==> src/tws_pkg.sv <==
// Purpose: shared constants and types for the two-wire slave engine
// Assumes: 8-bit register port with four word slots, status codes in bits 7:3
// Notes: status codes are listed with the prescaler field at zero
package tws_pkg;
	// ********************************************************************
	// register offsets
	// ********************************************************************
	localparam logic [1:0] TWS_OFS_DATA = 2'h0;
	localparam logic [1:0] TWS_OFS_ADDR = 2'h1;
	localparam logic [1:0] TWS_OFS_STATUS = 2'h2;
	localparam logic [1:0] TWS_OFS_CTRL = 2'h3;

	// ********************************************************************
	// field positions, reset values and bit counter marks
	// ********************************************************************
	localparam int TWS_CTRL_FLAG = 7;
	localparam int TWS_ADDR_GC = 0;
	localparam logic [7:0] TWS_RST_CTRL = 8'h00;
	localparam logic [7:0] TWS_RST_ADDR = 8'h00;
	localparam logic [7:0] TWS_RST_DATA = 8'hFF;
	localparam logic [1:0] TWS_RST_PRESC = 2'h0;
	localparam logic [3:0] TWS_LAST_BIT = 4'h7;
	localparam logic [3:0] TWS_ACK_BIT = 4'h8;
	localparam logic [3:0] TWS_ACK_HELD = 4'h9;

	// ********************************************************************
	// status codes
	// ********************************************************************
	localparam logic [7:0] TWS_ST_SR_ADDR = 8'h60;
	localparam logic [7:0] TWS_ST_SR_ADDR_ARB = 8'h68;
	localparam logic [7:0] TWS_ST_SR_GC = 8'h70;
	localparam logic [7:0] TWS_ST_SR_GC_ARB = 8'h78;
	localparam logic [7:0] TWS_ST_SR_DATA_ACK = 8'h80;
	localparam logic [7:0] TWS_ST_SR_DATA_NACK = 8'h88;
	localparam logic [7:0] TWS_ST_GC_DATA_ACK = 8'h90;
	localparam logic [7:0] TWS_ST_GC_DATA_NACK = 8'h98;
	localparam logic [7:0] TWS_ST_STOP_RESTART = 8'hA0;
	localparam logic [7:0] TWS_ST_ST_ADDR = 8'hA8;
	localparam logic [7:0] TWS_ST_ST_ADDR_ARB = 8'hB0;
	localparam logic [7:0] TWS_ST_ST_DATA_ACK = 8'hB8;
	localparam logic [7:0] TWS_ST_ST_DATA_NACK = 8'hC0;
	localparam logic [7:0] TWS_ST_ST_LAST_ACK = 8'hC8;
	localparam logic [7:0] TWS_ST_NO_INFO = 8'hF8;

	// ********************************************************************
	// types
	// ********************************************************************
	typedef struct packed {
		logic [1:0] addr;
		logic [7:0] wdata;
		logic wr;
		logic rd;
	} tws_bus_s;

	typedef struct packed {
		logic ack_enable;
		logic start_request;
		logic stop_request;
		logic interface_enable;
		logic interrupt_enable;
	} tws_ctrl_s;

	typedef enum {
		TWS_IDLE,
		TWS_IGNORE,
		TWS_ADDR_RX,
		TWS_ADDR_ACK,
		TWS_RX,
		TWS_RX_ACK,
		TWS_TX,
		TWS_TX_ACK,
		TWS_DONE
	} tws_state_e;
endpackage : tws_pkg

==> src/tws_engine.sv <==
// Purpose: slave receiver and transmitter engine of a byte-oriented two-wire interface
// Assumes: scl_i and sda_i are asynchronous pins, sampled well above the bus bit rate
// Notes: master modes and bus-error recovery are not part of this block
//
// The address-and-strobe port and the address map were left to the implementer.
`timescale 1ns/1ps
module tws_engine
	import tws_pkg::*;
(
	input wire logic clock_i,
	input wire logic nrst_i,
	input wire tws_bus_s bus_i,
	output logic [7:0] rdata_o,
	input wire logic scl_i,
	output logic scl_o,
	output logic scl_oen_o,
	input wire logic sda_i,
	output logic sda_o,
	output logic sda_oen_o,
	input wire logic sleep_i,
	input wire logic arb_lost_i,
	output logic wake_o,
	output logic master_start_o
);
	// ********************************************************************
	// pin synchronisers and bus events
	// ********************************************************************
	logic scl_sync, scl_prev;
	logic sda_sync, sda_prev;

	// bus idles high, so the stages reset high and no false edge follows reset
	tws_pin_sync u_scl_sync (
		.clock_i(clock_i),
		.nrst_i(nrst_i),
		.pin_i(scl_i),
		.sync_o(scl_sync),
		.prev_o(scl_prev)
	);
	tws_pin_sync u_sda_sync (
		.clock_i(clock_i),
		.nrst_i(nrst_i),
		.pin_i(sda_i),
		.sync_o(sda_sync),
		.prev_o(sda_prev)
	);

	wire scl_rise = scl_sync & ~scl_prev;
	wire scl_fall = ~scl_sync & scl_prev;
	wire start_seen = scl_sync & scl_prev & sda_prev & ~sda_sync;
	wire stop_seen = scl_sync & scl_prev & ~sda_prev & sda_sync;

	// ********************************************************************
	// registers and decode
	// ********************************************************************
	tws_ctrl_s ctrl;
	logic [7:0] own_addr;
	logic [7:0] data;
	logic [7:0] status;
	logic [1:0] presc;
	logic flag;
	logic wcol;
	tws_state_e state;
	logic [3:0] bitcnt;
	logic [7:0] shreg;
	logic sda_drv;
	logic read_dir, gc_mode, arb_pend, rx_ack, master_ack, tx_last, busy;

	wire wr_ctrl = bus_i.wr & (bus_i.addr == TWS_OFS_CTRL);
	wire wr_data = bus_i.wr & (bus_i.addr == TWS_OFS_DATA);
	wire wr_addr = bus_i.wr & (bus_i.addr == TWS_OFS_ADDR);
	wire wr_stat = bus_i.wr & (bus_i.addr == TWS_OFS_STATUS);
	wire flag_clr = wr_ctrl & bus_i.wdata[TWS_CTRL_FLAG];
	wire ack_now = wr_ctrl ? bus_i.wdata[6] : ctrl.ack_enable;

	wire [7:0] addr_byte = {shreg[6:0], sda_sync};
	wire own_hit = addr_byte[7:1] == own_addr[7:1];
	wire gc_hit = (addr_byte[7:1] == 7'h00) & own_addr[TWS_ADDR_GC] & ~addr_byte[0];
	// no match while the flag still waits, so an unanswered status is never overwritten
	wire addr_hit = (own_hit | gc_hit) & ctrl.ack_enable & ~flag;
	wire addressed = (state == TWS_ADDR_ACK) | (state == TWS_RX) | (state == TWS_RX_ACK)
		| (state == TWS_TX) | (state == TWS_TX_ACK);
	wire stretch = flag & ((state == TWS_RX) | (state == TWS_TX)
		| ((state == TWS_DONE) & (status != TWS_ST_STOP_RESTART)));

	wire [7:0] addr_code = read_dir ? (arb_pend ? TWS_ST_ST_ADDR_ARB : TWS_ST_ST_ADDR)
		: gc_mode ? (arb_pend ? TWS_ST_SR_GC_ARB : TWS_ST_SR_GC)
		: (arb_pend ? TWS_ST_SR_ADDR_ARB : TWS_ST_SR_ADDR);
	wire [7:0] rx_code = gc_mode ? (rx_ack ? TWS_ST_GC_DATA_ACK : TWS_ST_GC_DATA_NACK)
		: (rx_ack ? TWS_ST_SR_DATA_ACK : TWS_ST_SR_DATA_NACK);
	wire [7:0] tx_code = ~master_ack ? TWS_ST_ST_DATA_NACK
		: (tx_last ? TWS_ST_ST_LAST_ACK : TWS_ST_ST_DATA_ACK);
	// status field reads no-info while no flag is pending; prescaler sits below it
	wire [7:0] stat_code = flag ? status : TWS_ST_NO_INFO;
	wire [7:0] stat_read = {stat_code[7:3], 1'b0, presc};
	wire [7:0] ctrl_read = {flag, ctrl.ack_enable, ctrl.start_request, ctrl.stop_request,
		wcol, ctrl.interface_enable, 1'b0, ctrl.interrupt_enable};
	wire [7:0] rd_mux = (bus_i.addr == TWS_OFS_DATA) ? data
		: (bus_i.addr == TWS_OFS_ADDR) ? own_addr
		: (bus_i.addr == TWS_OFS_STATUS) ? stat_read : ctrl_read;

	// ********************************************************************
	// software-side registers
	// ********************************************************************
	always_ff @(posedge clock_i) begin
		if (!nrst_i) begin
			ctrl <= tws_ctrl_s'(5'h00);
			own_addr <= TWS_RST_ADDR;
			presc <= TWS_RST_PRESC;
			wcol <= TWS_RST_CTRL[3];
		end else begin
			if (wr_ctrl) begin
				ctrl.ack_enable <= bus_i.wdata[6];
				ctrl.start_request <= bus_i.wdata[5];
				// stop has no slave meaning; it is only stored and read back
				ctrl.stop_request <= bus_i.wdata[4];
				ctrl.interface_enable <= bus_i.wdata[2];
				ctrl.interrupt_enable <= bus_i.wdata[0];
			end
			if (wr_addr) begin
				own_addr <= bus_i.wdata;
			end
			if (wr_stat) begin
				presc <= bus_i.wdata[1:0];
			end
			// collision set wins over the clear by a control write
			if (wr_data & ~flag) begin
				wcol <= 1'b1;
			end else if (wr_ctrl) begin
				wcol <= 1'b0;
			end
		end
	end

	always_ff @(posedge clock_i) begin
		if (!nrst_i) begin
			rdata_o <= 8'h00;
		end else begin
			rdata_o <= bus_i.rd ? rd_mux : 8'h00;
		end
	end

	// ********************************************************************
	// bus engine
	// ********************************************************************
	always_ff @(posedge clock_i) begin
		if (!nrst_i || !ctrl.interface_enable) begin
			state <= TWS_IDLE;
			bitcnt <= 4'h0;
			shreg <= TWS_RST_DATA;
			sda_drv <= 1'b0;
			flag <= 1'b0;
			status <= TWS_ST_NO_INFO;
			read_dir <= 1'b0;
			gc_mode <= 1'b0;
			rx_ack <= 1'b0;
			master_ack <= 1'b0;
			tx_last <= 1'b0;
			if (!nrst_i) begin
				data <= TWS_RST_DATA;
				arb_pend <= 1'b0;
			end
		end else begin
			if (flag_clr) begin
				flag <= 1'b0;
			end
			if (wr_data & flag) begin
				data <= bus_i.wdata;
			end
			if (arb_lost_i) begin
				arb_pend <= 1'b1;
			end
			if (start_seen) begin
				if (addressed) begin
					flag <= 1'b1;
					status <= TWS_ST_STOP_RESTART;
				end
				state <= TWS_ADDR_RX;
				bitcnt <= 4'h0;
				sda_drv <= 1'b0;
			end else if (stop_seen) begin
				if (addressed) begin
					flag <= 1'b1;
					status <= TWS_ST_STOP_RESTART;
					state <= TWS_DONE;
				end else if (state != TWS_DONE) begin
					state <= TWS_IDLE;
				end
				sda_drv <= 1'b0;
			end else begin
				case (state)
					TWS_ADDR_RX: begin
						if (scl_rise) begin
							shreg <= addr_byte;
							bitcnt <= bitcnt + 4'h1;
							if (bitcnt == TWS_LAST_BIT) begin
								read_dir <= addr_byte[0];
								gc_mode <= ~own_hit;
								state <= addr_hit ? TWS_ADDR_ACK : TWS_IGNORE;
							end
						end
					end
					TWS_ADDR_ACK: begin
						if (scl_fall) begin
							if (!sda_drv) begin
								sda_drv <= 1'b1;
							end else begin
								sda_drv <= 1'b0;
								flag <= 1'b1;
								status <= addr_code;
								arb_pend <= 1'b0;
								bitcnt <= 4'h0;
								state <= read_dir ? TWS_TX : TWS_RX;
							end
						end
					end
					TWS_RX: begin
						if (scl_rise) begin
							shreg <= addr_byte;
							bitcnt <= bitcnt + 4'h1;
							if (bitcnt == TWS_LAST_BIT) begin
								// bus bytes seen in deep sleep are not kept
								if (!sleep_i) begin
									data <= addr_byte;
								end
								rx_ack <= ctrl.ack_enable;
								state <= TWS_RX_ACK;
							end
						end
					end
					TWS_RX_ACK: begin
						if (scl_fall) begin
							if (bitcnt == TWS_ACK_BIT) begin
								bitcnt <= TWS_ACK_HELD;
								sda_drv <= rx_ack;
							end else begin
								sda_drv <= 1'b0;
								flag <= 1'b1;
								status <= rx_code;
								bitcnt <= 4'h0;
								state <= rx_ack ? TWS_RX : TWS_DONE;
							end
						end
					end
					TWS_TX: begin
						if (flag_clr & flag) begin
							// first bit goes out together with the scl release
							shreg <= data;
							tx_last <= ~ack_now;
							sda_drv <= ~data[7];
							bitcnt <= 4'h0;
						end else if (scl_fall & ~flag) begin
							if (bitcnt == TWS_LAST_BIT) begin
								sda_drv <= 1'b0;
								bitcnt <= TWS_ACK_BIT;
								state <= TWS_TX_ACK;
							end else begin
								shreg <= {shreg[6:0], 1'b1};
								sda_drv <= ~shreg[6];
								bitcnt <= bitcnt + 4'h1;
							end
						end
					end
					TWS_TX_ACK: begin
						// the master's answer is taken once, at the rise of the ack bit
						if (scl_rise & (bitcnt == TWS_ACK_BIT)) begin
							master_ack <= ~sda_sync;
							bitcnt <= TWS_ACK_HELD;
						end else if (scl_fall & (bitcnt == TWS_ACK_HELD)) begin
							flag <= 1'b1;
							status <= tx_code;
							bitcnt <= 4'h0;
							// after the last byte the master only reads released sda
							state <= (master_ack & ~tx_last) ? TWS_TX : TWS_DONE;
						end
					end
					TWS_DONE: begin
						if (flag_clr) begin
							state <= TWS_IDLE;
						end
					end
					default: begin
					end
				endcase
			end
		end
	end

	// ********************************************************************
	// pins, wake-up and start request
	// ********************************************************************
	always_ff @(posedge clock_i) begin
		if (!nrst_i) begin
			sda_o <= 1'b0;
			scl_o <= 1'b0;
			sda_oen_o <= 1'b1;
			scl_oen_o <= 1'b1;
			busy <= 1'b0;
			wake_o <= 1'b0;
			master_start_o <= 1'b0;
		end else begin
			// open-drain: only the enables move, the driven level is always low
			sda_o <= 1'b0;
			scl_o <= 1'b0;
			// enables are registered so the pins never glitch from decode
			sda_oen_o <= ~(sda_drv & ctrl.interface_enable);
			scl_oen_o <= ~(stretch & ctrl.interface_enable);
			if (start_seen) begin
				busy <= 1'b1;
			end else if (stop_seen) begin
				busy <= 1'b0;
			end
			// the match is acked from bus edges alone, then the part is woken
			if (!sleep_i) begin
				wake_o <= 1'b0;
			end else if ((state == TWS_ADDR_ACK) & sda_drv & scl_fall) begin
				wake_o <= 1'b1;
			end
			master_start_o <= ctrl.start_request & ctrl.interface_enable & ~busy & ~flag
				& (state == TWS_IDLE);
		end
	end
endmodule : tws_engine

// ********************************************************************
// pin synchroniser
// ********************************************************************
// two flops guard against metastability; the third stage only feeds the
// edge detectors, so nothing reads the first flop but the second
module tws_pin_sync
	import tws_pkg::*;
(
	input wire logic clock_i,
	input wire logic nrst_i,
	input wire logic pin_i,
	output logic sync_o,
	output logic prev_o
);
	logic meta;

	always_ff @(posedge clock_i) begin
		if (!nrst_i) begin
			meta <= 1'b1;
			sync_o <= 1'b1;
			prev_o <= 1'b1;
		end else begin
			meta <= pin_i;
			sync_o <= meta;
			prev_o <= sync_o;
		end
	end
endmodule : tws_pin_sync

==> config.mk <==
export PLATFORM = sky130hd
export DESIGN_NAME = tws_engine
export DESIGN_NICKNAME = d
export VERILOG_FILES = /design/src/tws_pkg.sv /design/src/tws_engine.sv
export SDC_FILE = /design/constraint.sdc
export NUM_CORES = 1
export LEC_CHECK = 0
export BUFFER_PORTS_ARGS = -buffer_cell sky130_fd_sc_hd__buf_2
export CORE_ASPECT_RATIO = 1.75
export CORE_UTILIZATION = 40
export CTS_CLUSTER_DIAMETER = 50
export CTS_CLUSTER_SIZE = 25
export DETAILED_ROUTE_END_ITERATION = 10
export GPL_TIMING_DRIVEN = 0
export HOLD_SLACK_MARGIN = 0.03
export PLACE_DENSITY_LB_ADDON = 0.2
export SKIP_LAST_GASP = 1
export SLEW_MARGIN = 20
export SYNTH_ARGS = -nofsm -noshare
export SYNTH_HDL_FRONTEND = slang
export SYNTH_SLANG_ARGS = --single-unit
==> constraint.sdc <==
create_clock -name clock_i -period 2.7 [get_ports clock_i]
set_input_delay 0.135 -clock clock_i [delete_from_list [all_inputs] [get_ports clock_i]]
set_output_delay 0.135 -clock clock_i [all_outputs]
set_load 0.01 [all_outputs]
=== After elaboration in Yosys (flattened, before gate mapping) ===
Index checks and enable logic that the tools add are counted.

* Add/sub/neg operators: 1
* Mux-type cells: 104
* Equal/unequal tests: 60
* Bitwise operators: 55
* Reduce and logical (&&, ||, !) cells: 29

{| class="wikitable"
|+ Operators by type and width
! cell !! count
|-
| two-way mux 32 bit || 17
|-
| case mux 32 bit (7 select lines) || 1
|-
| two-way mux 8 bit || 23
|-
| == test 32 x 3 -> 1 bit (second input constant) || 5
|-
| == test 32 x 4 -> 1 bit (second input constant) || 5
|-
| == test 32 x 2 -> 1 bit (second input constant) || 2
|-
| two-way mux 4 bit || 16
|-
| inequality test 4 bit (second input constant) || 14
|-
| inequality test 3 bit (second input constant) || 17
|-
| two-way mux 7 bit || 6
|-
| bitwise AND 1 bit || 33
|-
| == test 32 x 5 -> 1 bit (second input constant) || 1
|-
| logical NOT 32 bit || 1
|-
| inequality test 32 x 5 -> 1 bit (second input constant) || 1
|-
| AND reduction 16 bit || 2
|-
| two-way mux 1 bit || 30
|-
| case mux 8 bit (3 select lines) || 1
|-
| case mux 4 bit (5 select lines) || 1
|-
| two-way mux 5 bit || 3
|-
| inverter 1 bit || 15
|-
| case mux 7 bit (2 select lines) || 1
|-
| AND reduction 4 bit || 3
|-
| AND reduction 5 bit || 2
|-
| nonzero test 5 bit || 2
|-
| 28 further kinds || 47
|}

* Logic and storage cells: 283
* Bits in registers: 102

=== Depth between registers and ports, before layout ===
Gate-level depths: netlist (run 1).

* Depth after elaboration: 12
* Mapped depth: 7

=== Cells and area by module ===
From an unflattened synthesis (run 1), not the netlist that was laid out.

* Cells, all modules: 464
* Area total of the unflattened synthesis: 4,033.9 µm²

{| class="wikitable"
|+ Modules (own cells, without submodules)
! module !! area an instance (µm²) !! cells an instance !! instances
|-
| tws_engine || 3,876.2 || 452 || 1
|-
| tws_pin_sync || 78.8 || 6 || 2
|}

=== Worst setup path after synthesis (run 1) ===
Ideal clock, no wire load.

* Path kind: register to register
* Start: reg state[2]
* End: reg data[0] (data pin)
* Setup slack: 0.773 ns
* Data required time: 2.432 ns
* Library setup time: 0.268 ns
* Stages on the path, launching flop included: 8
* Period minus slack after synthesis: 1.927 ns
* Buffers on the path: 2
* Data arrival time: 1.659 ns
* Cells stage by stage: dfxtp_1 buf_4 or4b_1 nor3_2 nand2b_1 buf_2 mux2i_1 nand2_1

* Longest elaborated chain between the ends: 5

{| class="wikitable"
|+ RTL lines
! item !! line !! source
|-
| start, declared || tws_engine.sv:62 || <nowiki>tws_state_e state;</nowiki>
|-
| start signal, assigned || tws_engine.sv:198 || <nowiki>state <= addr_hit ? TWS_ADDR_ACK : TWS_IGNORE;</nowiki>
|-
| start signal, assigned || tws_engine.sv:212 || <nowiki>state <= read_dir ? TWS_TX : TWS_RX;</nowiki>
|-
| start signal, assigned || tws_engine.sv:240 || <nowiki>state <= rx_ack ? TWS_RX : TWS_DONE;</nowiki>
|-
| == test 32 x 3 -> 1 bit || tws_engine.sv:190 || <nowiki>case (state)</nowiki>
|-
| two-way mux 8 bit || tws_engine.sv:190 ||
|-
| two-way mux 8 bit || tws_engine.sv:180 || <nowiki>end else if (stop_seen) begin</nowiki>
|-
| two-way mux 8 bit || tws_engine.sv:172 || <nowiki>if (start_seen) begin</nowiki>
|-
| two-way mux 8 bit || tws_engine.sv:146 || <nowiki>if (!nrst_i || !ctrl.interface_enable) begin</nowiki>
|-
| end signal, assigned || tws_engine.sv:167 || <nowiki>data <= bus_i.wdata;</nowiki>
|-
| end signal, assigned || tws_engine.sv:223 || <nowiki>data <= addr_byte;</nowiki>
|-
| end, declared || tws_engine.sv:57 || <nowiki>logic [7:0] data;</nowiki>
|}

No other way between the ends.
A chain may end at the register's enable or synchronous reset.

=== Worst setup path after layout (run 1) ===
* Start: reg flag
* End: reg shreg[2]

* Longest elaborated chain between the ends: 4
* Elaborated cells on any way between the ends: 8
* Those cells by class: eq/ne: 2; mux: 2; bitwise: 3; reduce/logical: 1

{| class="wikitable"
|+ RTL lines
! item !! line !! source
|-
| start, declared || tws_engine.sv:60 || <nowiki>logic flag;</nowiki>
|-
| start signal, assigned || tws_engine.sv:151 || <nowiki>flag <= 1'b0;</nowiki>
|-
| start signal, assigned || tws_engine.sv:164 || <nowiki>flag <= 1'b0;</nowiki>
|-
| start signal, assigned || tws_engine.sv:174 || <nowiki>flag <= 1'b1;</nowiki>
|-
| inverter 1 bit || tws_engine.sv:251 || <nowiki>end else if (scl_fall & ~flag) begin</nowiki>
|-
| bitwise AND 1 bit || tws_engine.sv:251 ||
|-
| inequality test 3 bit (no source line) || n/a ||
|-
| AND reduction 6 bit (no source line) || n/a ||
|-
| end signal, assigned || tws_engine.sv:218 || <nowiki>shreg <= addr_byte;</nowiki>
|-
| end signal, assigned || tws_engine.sv:247 || <nowiki>shreg <= data;</nowiki>
|-
| end signal, assigned || tws_engine.sv:257 || <nowiki>shreg <= {shreg[6:0], 1'b1};</nowiki>
|-
| end, declared || tws_engine.sv:64 || <nowiki>logic [7:0] shreg;</nowiki>
|}

Parallel ways exist; a longest one is shown, timed or not.

==> results of run 1 <==
==> layout make-up <==
cell class / count / area, sq um
tap: 125 / 156
inverter: 12 / 45.0
fill: 1026 / 5130
timing repair buffer: 31 / 165
buffer: 28 / 145
multi-input combinational: 348 / 2400
clock buffer: 13 / 293
sequential: 74 / 1570
clock inverter: 3 / 65.1
==> critical path: stages, from the launching register on <==
cell and delay, ns:
dfxtp_1 0.40, buf_2 0.28, inv_1 0.24, a21oi_1 0.38, a21o_1 0.39, buf_2 0.29
o21ai_0 0.11, o311ai_0 0.11
==> routing by layer <==
layer	vias to the layer above	routed length, microns	GRT usage (%)	share of wire, %
met1	1765	4650	24.8	36
met3	63	456	3.33	3.6
li1	1777	-	-	-
met5	-	0	0	0
met4	0	946	19.9	7.4
met2	152	6770	45.0	53
==> synth_stat cells (all sizes together) (11+ instances only) <==
| cell type | number | area (sq um) |
|---|---|---|
| o311ai | 11 | 104 |
| nand2 | 48 | 180 |
| a211oi | 15 | 130 |
| buf | 18 | 108 |
| nor3 | 12 | 65.1 |
| a21oi | 17 | 85.1 |
| mux2i | 27 | 270 |
| inv | 12 | 45.0 |
| nor2 | 29 | 109 |
| dfxtp | 65 | 1300 |
| nand2b | 12 | 75.1 |
| o21ai | 24 | 120 |
| nor2b | 17 | 106 |
==> state kept, by name, summed over array words and instances, names as in the netlist, 2 cells and up <==
| register | count |
|---|---|
| bitcnt | 4 |
| ctrl | 5 |
| data | 8 |
| own_addr | 8 |
| presc | 2 |
| rdata_o | 8 |
| shreg | 7 |
| state | 4 |
| status | 8 |
==> power by group <==
group / internal, mW / total [mW] / switching [mW]
combinational: 0.0596 / 0.151 / 0.0919
sequential: 1.13 / 1.14 / 0.0125
clock: 0.945 / 1.40 / 0.457
total: 2.14 / 2.70 / 0.561
==> through the flow <==
step           power (mW)  instances  instance area [sq um]
6_report             2.70        634                   4840
5_1_grt              2.78        634                   4840
4_1_cts              2.71        634                   4840
3_5_place_dp         1.32        616                   4460
3_3_place_gp         1.31        616                   4460
2_1_floorplan        1.26        462                   4160
==> cells by family (layout without fill, tap and decap cells) <==
| family | Yosys count | in the layout | synth area share, % |
|---|---|---|---|
| XOR/XNOR | 11 | 11 | 2.32 |
| adder cells (fa/ha/maj) | 3 | 3 | 0.903 |
| buffers and inverters | 40 | 87 | 4.58 |
| flip-flops | 74 | 74 | 37.8 |
| multiplexers | 36 | 36 | 9.21 |
| AO/OA/AOI/OAI | 114 | 114 | 20.4 |
| AND/OR/NAND/NOR | 182 | 182 | 24.7 |
| other | 1 | 2 | 0.0902 |
==> worst paths after layout <==
check,start,slack (ns),end,cells after the start
setup reg to reg,flag$_SDFF_PP0_,0.38,shreg[2]$_SDFFE_PP1P_,7
hold / removal,sleep_i,0.05,wake_o$_SDFFE_PN0P_,2
hold reg to reg,u_scl_sync.meta$_SDFF_PN1_,0.41,u_scl_sync.sync_o$_SDFF_PN1_,1
setup / recovery,flag$_SDFF_PP0_,0.38,shreg[2]$_SDFFE_PP1P_,7
==> timing repair <==
item | 4_1_cts | 5_1_grt
setup endpoints to repair | 0 | 0
hold buffers | 2 | 0
endpoints found under the hold margin | 2 | 0
buffers inserted | 0 | 0
==> metrics.yaml, run 1 <==
floorplanning:
  rows: 48
  io_pins: 32
  die_w_microns: 79.1
  initial_core_util_pct: 41.7
  dieArea_sq_um: 10800
  die_y_microns: 137
  core-area_sq_um: 9970
logic_synthesis:
  synth_area_sq_um: 4160
  synth_enable_flop_cells: 9
  async_flop_share_pct: 0
  synth_seq_area_share_pct: 37.8
  synth.ff_latch_count: 74
  yosysUniqueCellTypes: 73
  ys.flop_type: "dfxtp_1"
  postSynthAreaPerCell_sq_um: 9.02
  syn_inst: 461
  yosysWarnings: 0
layout:
  antenna_cells: 0
  drive_above_1_share_pct: 17.3
  layout_commonest_cell: "dfxtp_1"
  most-common-layout-cells: "dfxtp_1, nand2_1, buf_2"
  nets: 525
  final_util_pct: 48.5
  area_growth_pct: 16.4
sta:
  drv_slew: 0
  slew_headroom_pct: 55.8
  worst_slew_pin_slew_ns: 0.659
  period_share_pct: 86.1
  whs_ns: 0.0522
  skew_ns: 0.00500
  rsz0062_at_grt: "no"
  finalSetupTns_ns: 0
  fmax_ghz: 0.430
  setup_ws_ns: 0.376
  report.final.setup_viol: 0
  hold_viol_final: 0
  finalCriticalPeriod_ns: 2.32
setup_path:
  required_ns: 2.92
  endpoint_kind: "flop"
  arrival_ns: 2.55
  crit_path_start_kind: "flop"
  worstSetupPathType: "reg -> reg"
  crit_fanout: 10
clock_network:
  cts_resized: 0
  cts.sinks: 74
  cts-root-buf: "clkbuf_16"
  cts_tree: "done"
  cts_buffer_depth: 2
  cts_buffers: 9
  clkLatencyLatePin_ns: 0.33
  cts_htree_levels: 3
  clk_pin_slew_ns: 0.06
place:
  port_buffers: 29
  preCtsSetupSlack_ns: 0.443
  hpwl_microns: 9790
  gp_congestion: 0.999
global_routing:
  antenna_found_initial: 0
  grt_max_degree: 13
  grt_pass1_vias: 3716
  overflow: 0
  grt_pass1_wl_microns: 19700
  grt.total_usage_pct: 24.8
routing:
  wire_per_inst_microns: 20.2
  vias_per_cell: 5.93
  firstDrtPassIters: 5
  drc_errors: 0
  drtIter0Drc: 272
  postRouteAntennaNets: 0
  dr_total_vias: 3757
  wirelength_microns: 12800
run:
  max_cap_viol_count: 0
pwr:
  p_per_area_nw_per_um2: 558
  ir_drop_mv: 0.356
  p_leak_nw: 1.83
hold_path:
  hold_path.class: "in -> reg"
run_status:
  outcome: "complete, no violations"
Power figures use the tool's default switching activity.
==> inputs of run 2 (changes only) <==
- ABC_AREA: unset -> 1
==> metrics.yaml, run 2 <==
sta:
  fmax_ghz: 0.434  # +0.95%
  drv_slew: 0  # unchanged
  rsz0062_at_grt: "no"
  period_share_pct: 85.3  # -0.81 points
  worst_slew_pin_slew_ns: 0.662  # +0.00312 ns
  report.final.setup_viol: 0  # unchanged
  hold_viol_final: 0  # unchanged
  finalCriticalPeriod_ns: 2.30  # -0.0220 ns
  slew_headroom_pct: 55.7  # about the same
  finalSetupTns_ns: 0  # unchanged
  skew_ns: 0.00709  # +0.00208 ns
setup_path:
  crit_fanout: 10  # unchanged
  worstSetupPathType: "reg -> reg"
  arrival_ns: 2.35  # -0.20 ns
  endpoint_kind: "flop"
  worstReg2RegEnd: "data[1]$_SDFFCE_PP1P_"
  slowest_stage: "dfxtp_1"
  path_cells: "ha_1 -> nand2_1 -> nor2_4 -> inv_1 -> nor2_1 -> nand2_1 -> nor2_4 -> inv_2 -> o211ai_1 -> o211ai_1"
  cp-startpoint: "bitcnt[0]$_SDFFE_PP0P_"
  r2r_cells: 10  # +3
  rr_startpoint: "bitcnt[0]$_SDFFE_PP0P_"
  required_ns: 2.74  # -0.18 ns
  cp-endpoint: "data[1]$_SDFFCE_PP1P_"
  cp_slowest_stage_delay_ns: 0.42  # +0.02 ns
  crit_path_start_kind: "flop"
  rrSetupSlack_ns: 0.40  # +0.02 ns
routing:
  wire_per_inst_microns: 18.0  # -11%
  wirelength_microns: 13300  # +3.3%
  vias_per_cell: 5.54  # -6.5%
  firstDrtPassIters: 5  # unchanged
  drtIter0Drc: 287  # +5.5%
  dr_total_vias: 4083  # +8.7%
  postRouteAntennaNets: 0  # unchanged
  drc_errors: 0  # unchanged
clock_network:
  cts_buffers: 9  # unchanged
  cts_htree_levels: 3  # unchanged
  cts_resized: 0  # unchanged
  cts_tree: "done"
  cts-root-buf: "clkbuf_16"
  cts.sinks: 74  # unchanged
  cts_buffer_depth: 2  # unchanged
  clkLatencyLatePin_ns: 0.34  # about the same
  clk_pin_slew_ns: 0.06  # about the same
floorplanning:
  initial_core_util_pct: 41.3  # -0.42 points
  die_w_microns: 78.2  # -1.1%
  dieArea_sq_um: 10600  # -2.2%
  die_y_microns: 135  # -1.1%
  io_pins: 32  # unchanged
  rows: 48  # unchanged
  core-area_sq_um: 9850  # -1.2%
global_routing:
  grt_max_degree: 13  # unchanged
  overflow: 0  # unchanged
  grt_pass1_wl_microns: 20800  # +5.7%
  antenna_found_initial: 0  # unchanged
  grt.total_usage_pct: 26.5  # +1.7 points
  grt_pass1_vias: 3947  # +6.2%
logic_synthesis:
  yosysWarnings: 0  # unchanged
  synth_enable_flop_cells: 9  # unchanged
  async_flop_share_pct: 0  # unchanged
  synth_top_area_cell: "dfxtp_1"
  postSynthAreaPerCell_sq_um: 7.21  # -20%
  synth_area_sq_um: 4070  # -2.2%
  syn_inst: 564  # +22%
  yosys-top-cells-count: "nand2_1, dfxtp_1, inv_1"
  ys.flop_type: "dfxtp_1"
  synth_seq_area_share_pct: 38.7  # +0.85 points
  synth_top_area_share_pct: 32.0  # +0.70 points
  synth.ff_latch_count: 74  # unchanged
  yosysUniqueCellTypes: 48  # -34%
  yosysMostFrequentCell: "nand2_1"
  netlist_top_cells_area: "dfxtp_1, nand2_1, edfxtp_1"
layout:
  fillers: 1011  # -1.5%
  drive_above_1_share_pct: 17.2  # -0.13 points
  layout_commonest_cell: "nand2_1"
  most-common-layout-cells: "nand2_1, dfxtp_1, inv_1"
  area_growth_pct: 15.7
  nets: 628  # +20%
  antenna_cells: 0  # unchanged
pwr:
  comb_power_share_pct: 6.7  # +1.1 points
  ir_drop_mv: 0.340  # -4.6%
  switching_share_pct: 23.7  # +2.9 points
  p_per_area_nw_per_um2: 544  # -2.4%
  switchingPower_uw: 607  # +8.1%
  p_leak_nw: 2.00  # +9.3%
  finalPower_mw: 2.56  # -5.2%
  power_frac_seq_pct: 45.0  # +2.6 points
  p_int_mw: 1.95  # -8.7%
  clockPowerShare_pct: 48.3  # -3.7 points
place:
  gp_congestion: 0.985  # -1.4%
  port_buffers: 29  # unchanged
  hpwl_microns: 10300  # +5.2%
run:
  max_cap_viol_count: 0  # unchanged
hold_path:
  hold_path.class: "in -> reg"
  worstHoldPathCells: 2  # unchanged
run_status:
  outcome: "complete, no violations"
==> run 2: cell count changes after synthesis, moves of 13 or more <==
cell,before,now
a211oi_1,13,0
a21oi_1,17,34
inv_1,12,56
inv_2,0,13
mux2i_1,27,0
nand2_1,48,121
nand2_2,0,14
nand3_1,9,54
nor2_1,29,44
nor2b_1,17,0
o211ai_1,2,20
==> run 2: cell type report <==
cell class                      instances  area, sq um  share of cell area, %
Clock inverter                          2         15.0                  0.319
Inverter                               71          269                   5.72
Clock buffer                           14          297                   6.31
Sequential cell                        74         1570                   33.4
Buffer                                 13         76.3                   1.62
Timing Repair Buffer                   31          165                   3.51
Tap cell                              125          156                   3.33
Multi-Input combinational cell        407         2150                   45.8
==> run 2: worst min-delay path by stage <==
stage / endpoint / start
6_report: wake_o$_SDFFE_PN0P_ / sleep_i
5_1_grt: wake_o$_SDFFE_PN0P_ / sleep_i
4_1_cts: wake_o$_SDFFE_PN0P_ / sleep_i
3_5_place_dp: u_scl_sync.meta$_SDFF_PN1_ / scl_i
3_3_place_gp: u_scl_sync.meta$_SDFF_PN1_ / scl_i
2_1_floorplan: u_scl_sync.meta$_SDFF_PN1_ / scl_i
==> run 2: what timing repair did <==
action	CTS	global route
hold endpoints to repair	2	0
buffers inserted	0	0
hold buffers	2	0
==> run 2: routing by layer <==
layer / global-route usage [%] / up-vias / part of all wire, % / wire (microns)
met4: 18.7 / 0 / 6.8 / 904
met3: 3.64 / 52 / 3.7 / 484
met2: 49.2 / 166 / 53 / 7030
met5: 0 / - / 0 / 0
li1: - / 1975 / - / -
met1: 26.5 / 1890 / 37 / 4840
==> run 2: cells by family after synthesis <==
group	synth area share, %
AO/OA/AOI/OAI	16.4
XOR/XNOR	1.51
flip-flops	38.7
multiplexers	0.277
adder cells (fa/ha/maj)	0.923
AND/OR/NAND/NOR	33.7
buffers and inverters	8.49
other	0.0922
==> run 2: power by group through the flow <==
| stage | Combinational, mW | Clock [mW] | Sequential [mW] |
|---|---|---|---|
| 6_report | 0.170 | 1.24 | 1.15 |
| 5_1_grt | 0.186 | 1.31 | 1.15 |
| 4_1_cts | 0.169 | 1.27 | 1.15 |
| 3_5_place_dp | 0.166 | 0 | 1.17 |
| 3_3_place_gp | 0.165 | 0 | 1.17 |
| 2_1_floorplan | 0.0996 | 0 | 1.17 |
==> run 2: per-stage QoR <==
stage	cells	worst slack, ns	hold slack (ns)	utilization, %	area, sq um
after floorplan	565	0.905	0.242	-	4070
after global placement	719	0.480	0.320	44.4	4370
after detailed placement	719	0.429	0.327	44.4	4370
after CTS	737	0.393	0.0567	47.7	4700
after global routing	737	0.189	0.0861	47.7	4700
final	737	0.398	0.0674	47.7	4700
==> run 2: critical path, delay by kind of cell (launching register included) <==
kind                     cells  cell delay (ns)
flip-flops                   1             0.42
AO/OA/AOI/OAI                2             0.21
AND/OR/NAND/NOR              5             0.89
adder cells (fa/ha/maj)      1             0.20
buffers and inverters        2             0.30
==> inputs of run 3 (changes only) <==
- clock period: 2.7 -> 1.85 ns (I/O delays scaled with it)
==> metrics.yaml, run 3 (synthesis gave the netlist of run 2 again) <==
run_status:
  outcome: "complete, no violations"
setup_path:
  worstSetupPathType: "reg -> reg"
  slowest_stage: "dfxtp_1"
  endpoint_kind: "flop"
  crit_fanout: 4  # -6
  required_ns: 2.13  # -0.61 ns
  crit_path_start_kind: "flop"
  worstReg2RegEnd: "state[3]$_SDFFE_PP0P_"
  r2r_cells: 12  # +2
  path_cells: "inv_1 -> nand2_1 -> nand3_1 -> nand2_1 -> inv_1 -> nand2_1 -> nor2_1 -> nand2_1 -> nand2_1 -> nand3_1 -> nand2_1 -> nor2_1"
  arrival_ns: 2.00  # -0.35 ns
  rr_startpoint: "u_scl_sync.sync_o$_SDFF_PN1_"
  cpMostUsedCell: "nand2_1"
  rrSetupSlack_ns: 0.12  # -0.28 ns
  cp_slowest_stage_delay_ns: 0.41  # about the same
floorplanning:
  die_w_microns: 78.2  # unchanged
  io_pins: 32  # unchanged
  die_y_microns: 135  # unchanged
  core-area_sq_um: 9850  # unchanged
  dieArea_sq_um: 10600  # unchanged
  initial_core_util_pct: 41.3  # unchanged
  rows: 48  # unchanged
clock_network:
  cts_tree: "done"
  cts-root-buf: "clkbuf_16"
  cts_buffer_depth: 2  # unchanged
  clkLatencyLatePin_ns: 0.34  # about the same
  clk_pin_slew_ns: 0.06  # about the same
  cts_htree_levels: 3  # unchanged
  cts.sinks: 74  # unchanged
  cts_buffers: 9  # unchanged
hold_path:
  hold_path.class: "in -> reg"
  worstHoldPathCells: 3  # +1
  min_to: "own_addr[1]$_SDFFE_PN0P_"
  hp-start: "nrst_i"
layout:
  seqCellArea_sq_um: 1590  # +0.88%
  area_growth_pct: 20.2
  drive_above_1_share_pct: 21.5  # +4.3 points
  layout_commonest_cell: "nand2_1"
  stdcell_count: 749  # +1.6%
  most-common-layout-cells: "nand2_1, dfxtp_1, inv_1, nand3_1, nor2_1"
  antenna_cells: 0  # unchanged
  nets: 640  # +1.9%
  fillers: 1003  # -0.79%
  multi_input_area_sq_um: 2210  # +2.6%
  final_util_pct: 49.6  # +1.9 points
pwr:
  p_leak_nw: 2.08  # +3.8%
  switchingPower_uw: 894  # +47%
  clockPowerShare_pct: 48.3  # about the same
  comb_power_share_pct: 7.0  # +0.3 points
  p_int_mw: 2.85  # +46%
  finalPower_mw: 3.74  # +46%
  power_frac_seq_pct: 44.7  # -0.3 points
  p_per_area_nw_per_um2: 766  # +41%
  ir_drop_mv: 0.495  # +46%
  switching_share_pct: 23.9  # +0.13 points
sta:
  drv_slew: 0  # unchanged
  finalCriticalPeriod_ns: 1.73  # -0.573 ns
  report.final.setup_viol: 0  # unchanged
  slew_headroom_pct: 56.1  # +0.34 points
  worst_slew_pin_slew_ns: 0.657  # -0.00511 ns
  period_share_pct: 93.5  # +8.2 points
  finalSetupTns_ns: 0  # unchanged
  fmax_ghz: 0.578  # +33%
  skew_ns: 0.00860  # +0.00152 ns
  whs_ns: 0.0743  # +0.00692 ns
  hold_viol_final: 0  # unchanged
global_routing:
  antenna_found_initial: 0  # unchanged
  grt_max_degree: 13  # unchanged
  grt_pass1_vias: 3967  # +0.51%
  grt_pass1_wl_microns: 20900  # +0.20%
  overflow: 0  # unchanged
  grt.total_usage_pct: 26.5  # +0.042 points
routing:
  drc_errors: 0  # unchanged
  firstDrtPassIters: 5  # unchanged
  vias_per_cell: 5.53  # -0.23%
  dr_total_vias: 4140  # +1.4%
  postRouteAntennaNets: 0  # unchanged
  drtIter0Drc: 257  # -10%
  wirelength_microns: 13400  # +0.73%
  wire_per_inst_microns: 17.8  # -0.88%
place:
  dpl.cell_count: 719  # unchanged
  port_buffers: 29  # unchanged
  hpwl_microns: 10300  # unchanged
  gp_congestion: 0.985  # unchanged
run:
  max_cap_viol_count: 0  # unchanged
[run 3: cell count changes in the layout (fill, tap and decap cells not counted), sizes merged]
cell / before / now
inv: 70 / 69
clkinvlp: 2 / 3
buf: 35 / 46
dlygate4sd3: 2 / 3
[run 3: worst max path at each step]
stage | from | endpoint | slack (ns) | depth (start not counted)
after CTS | ctrl[1]$_SDFFE_PN0P_ | data[1]$_SDFFCE_PP1P_ | -0.009 | 4
after detailed placement | bitcnt[0]$_SDFFE_PP0P_ | data[1]$_SDFFCE_PP1P_ | -0.42 | 10
final | u_scl_sync.sync_o$_SDFF_PN1_ | state[3]$_SDFFE_PP0P_ | 0.12 | 12
after global placement | bitcnt[0]$_SDFFE_PP0P_ | data[2]$_SDFFCE_PP1P_ | -0.37 | 10
after floorplan | bitcnt[0]$_SDFFE_PP0P_ | data[0]$_SDFFCE_PP1P_ | 0.05 | 10
after global routing | u_scl_sync.sync_o$_SDFF_PN1_ | shreg[1]$_SDFFE_PP1P_ | -0.003 | 11
[run 3: cell type report]
| cell class | instances | area share [%] |
|---|---|---|
| plain buffers | 13 | 1.61 |
| inverters | 71 | 5.68 |
| repair buffers | 43 | 5.53 |
| multi-input cells | 407 | 45.2 |
| well taps | 125 | 3.20 |
| flip-flops and latches | 74 | 32.4 |
| clock inverters | 2 | 0.307 |
| clock buffers | 14 | 6.07 |
[run 3: critical path, delay by kind of cell (launching register included)]
kind,cells,cell delay [ns]
and+or+nand+nor,10,1.02
DFF,1,0.41
buffers and inverters,2,0.22
[run 3: layer usage]
metal  part of all wire [%]  vias to the layer above  wire [microns]  track usage [%]
met1                     37                     1944            4930             26.6
li1                       -                     2001               -                -
met2                     53                      147            7140             49.4
met3                    3.3                       48             437             3.50
met4                    6.3                        0             848             18.7
met5                      0                        -               0                0
[run 3: repair_timing]
action,in CTS,in global routing
pin swaps,2,6
resized for setup,6,26
hold endpoints to repair,3,0
hold buffers,3,0
setup buffers,2,9
setup endpoints to repair,26,33
[run 3: metrics by stage]
step | setup WS [ns] | cell area (sq um)
2_1_floorplan | 0.0545 | 4070
6_report | 0.121 | 4890
3_3_place_gp | -0.370 | 4370
3_5_place_dp | -0.421 | 4370
4_1_cts | -0.00919 | 4740
5_1_grt | -0.00262 | 4890
[run 3: power by group through the flow]
stage / Combinational [mW] / Sequential (mW) / Clock, mW
after CTS: 0.249 / 1.68 / 1.85
after detailed placement: 0.243 / 1.71 / 0
after global placement: 0.241 / 1.71 / 0
after global routing: 0.284 / 1.68 / 1.91
final: 0.261 / 1.68 / 1.81
after floorplan: 0.145 / 1.71 / 0
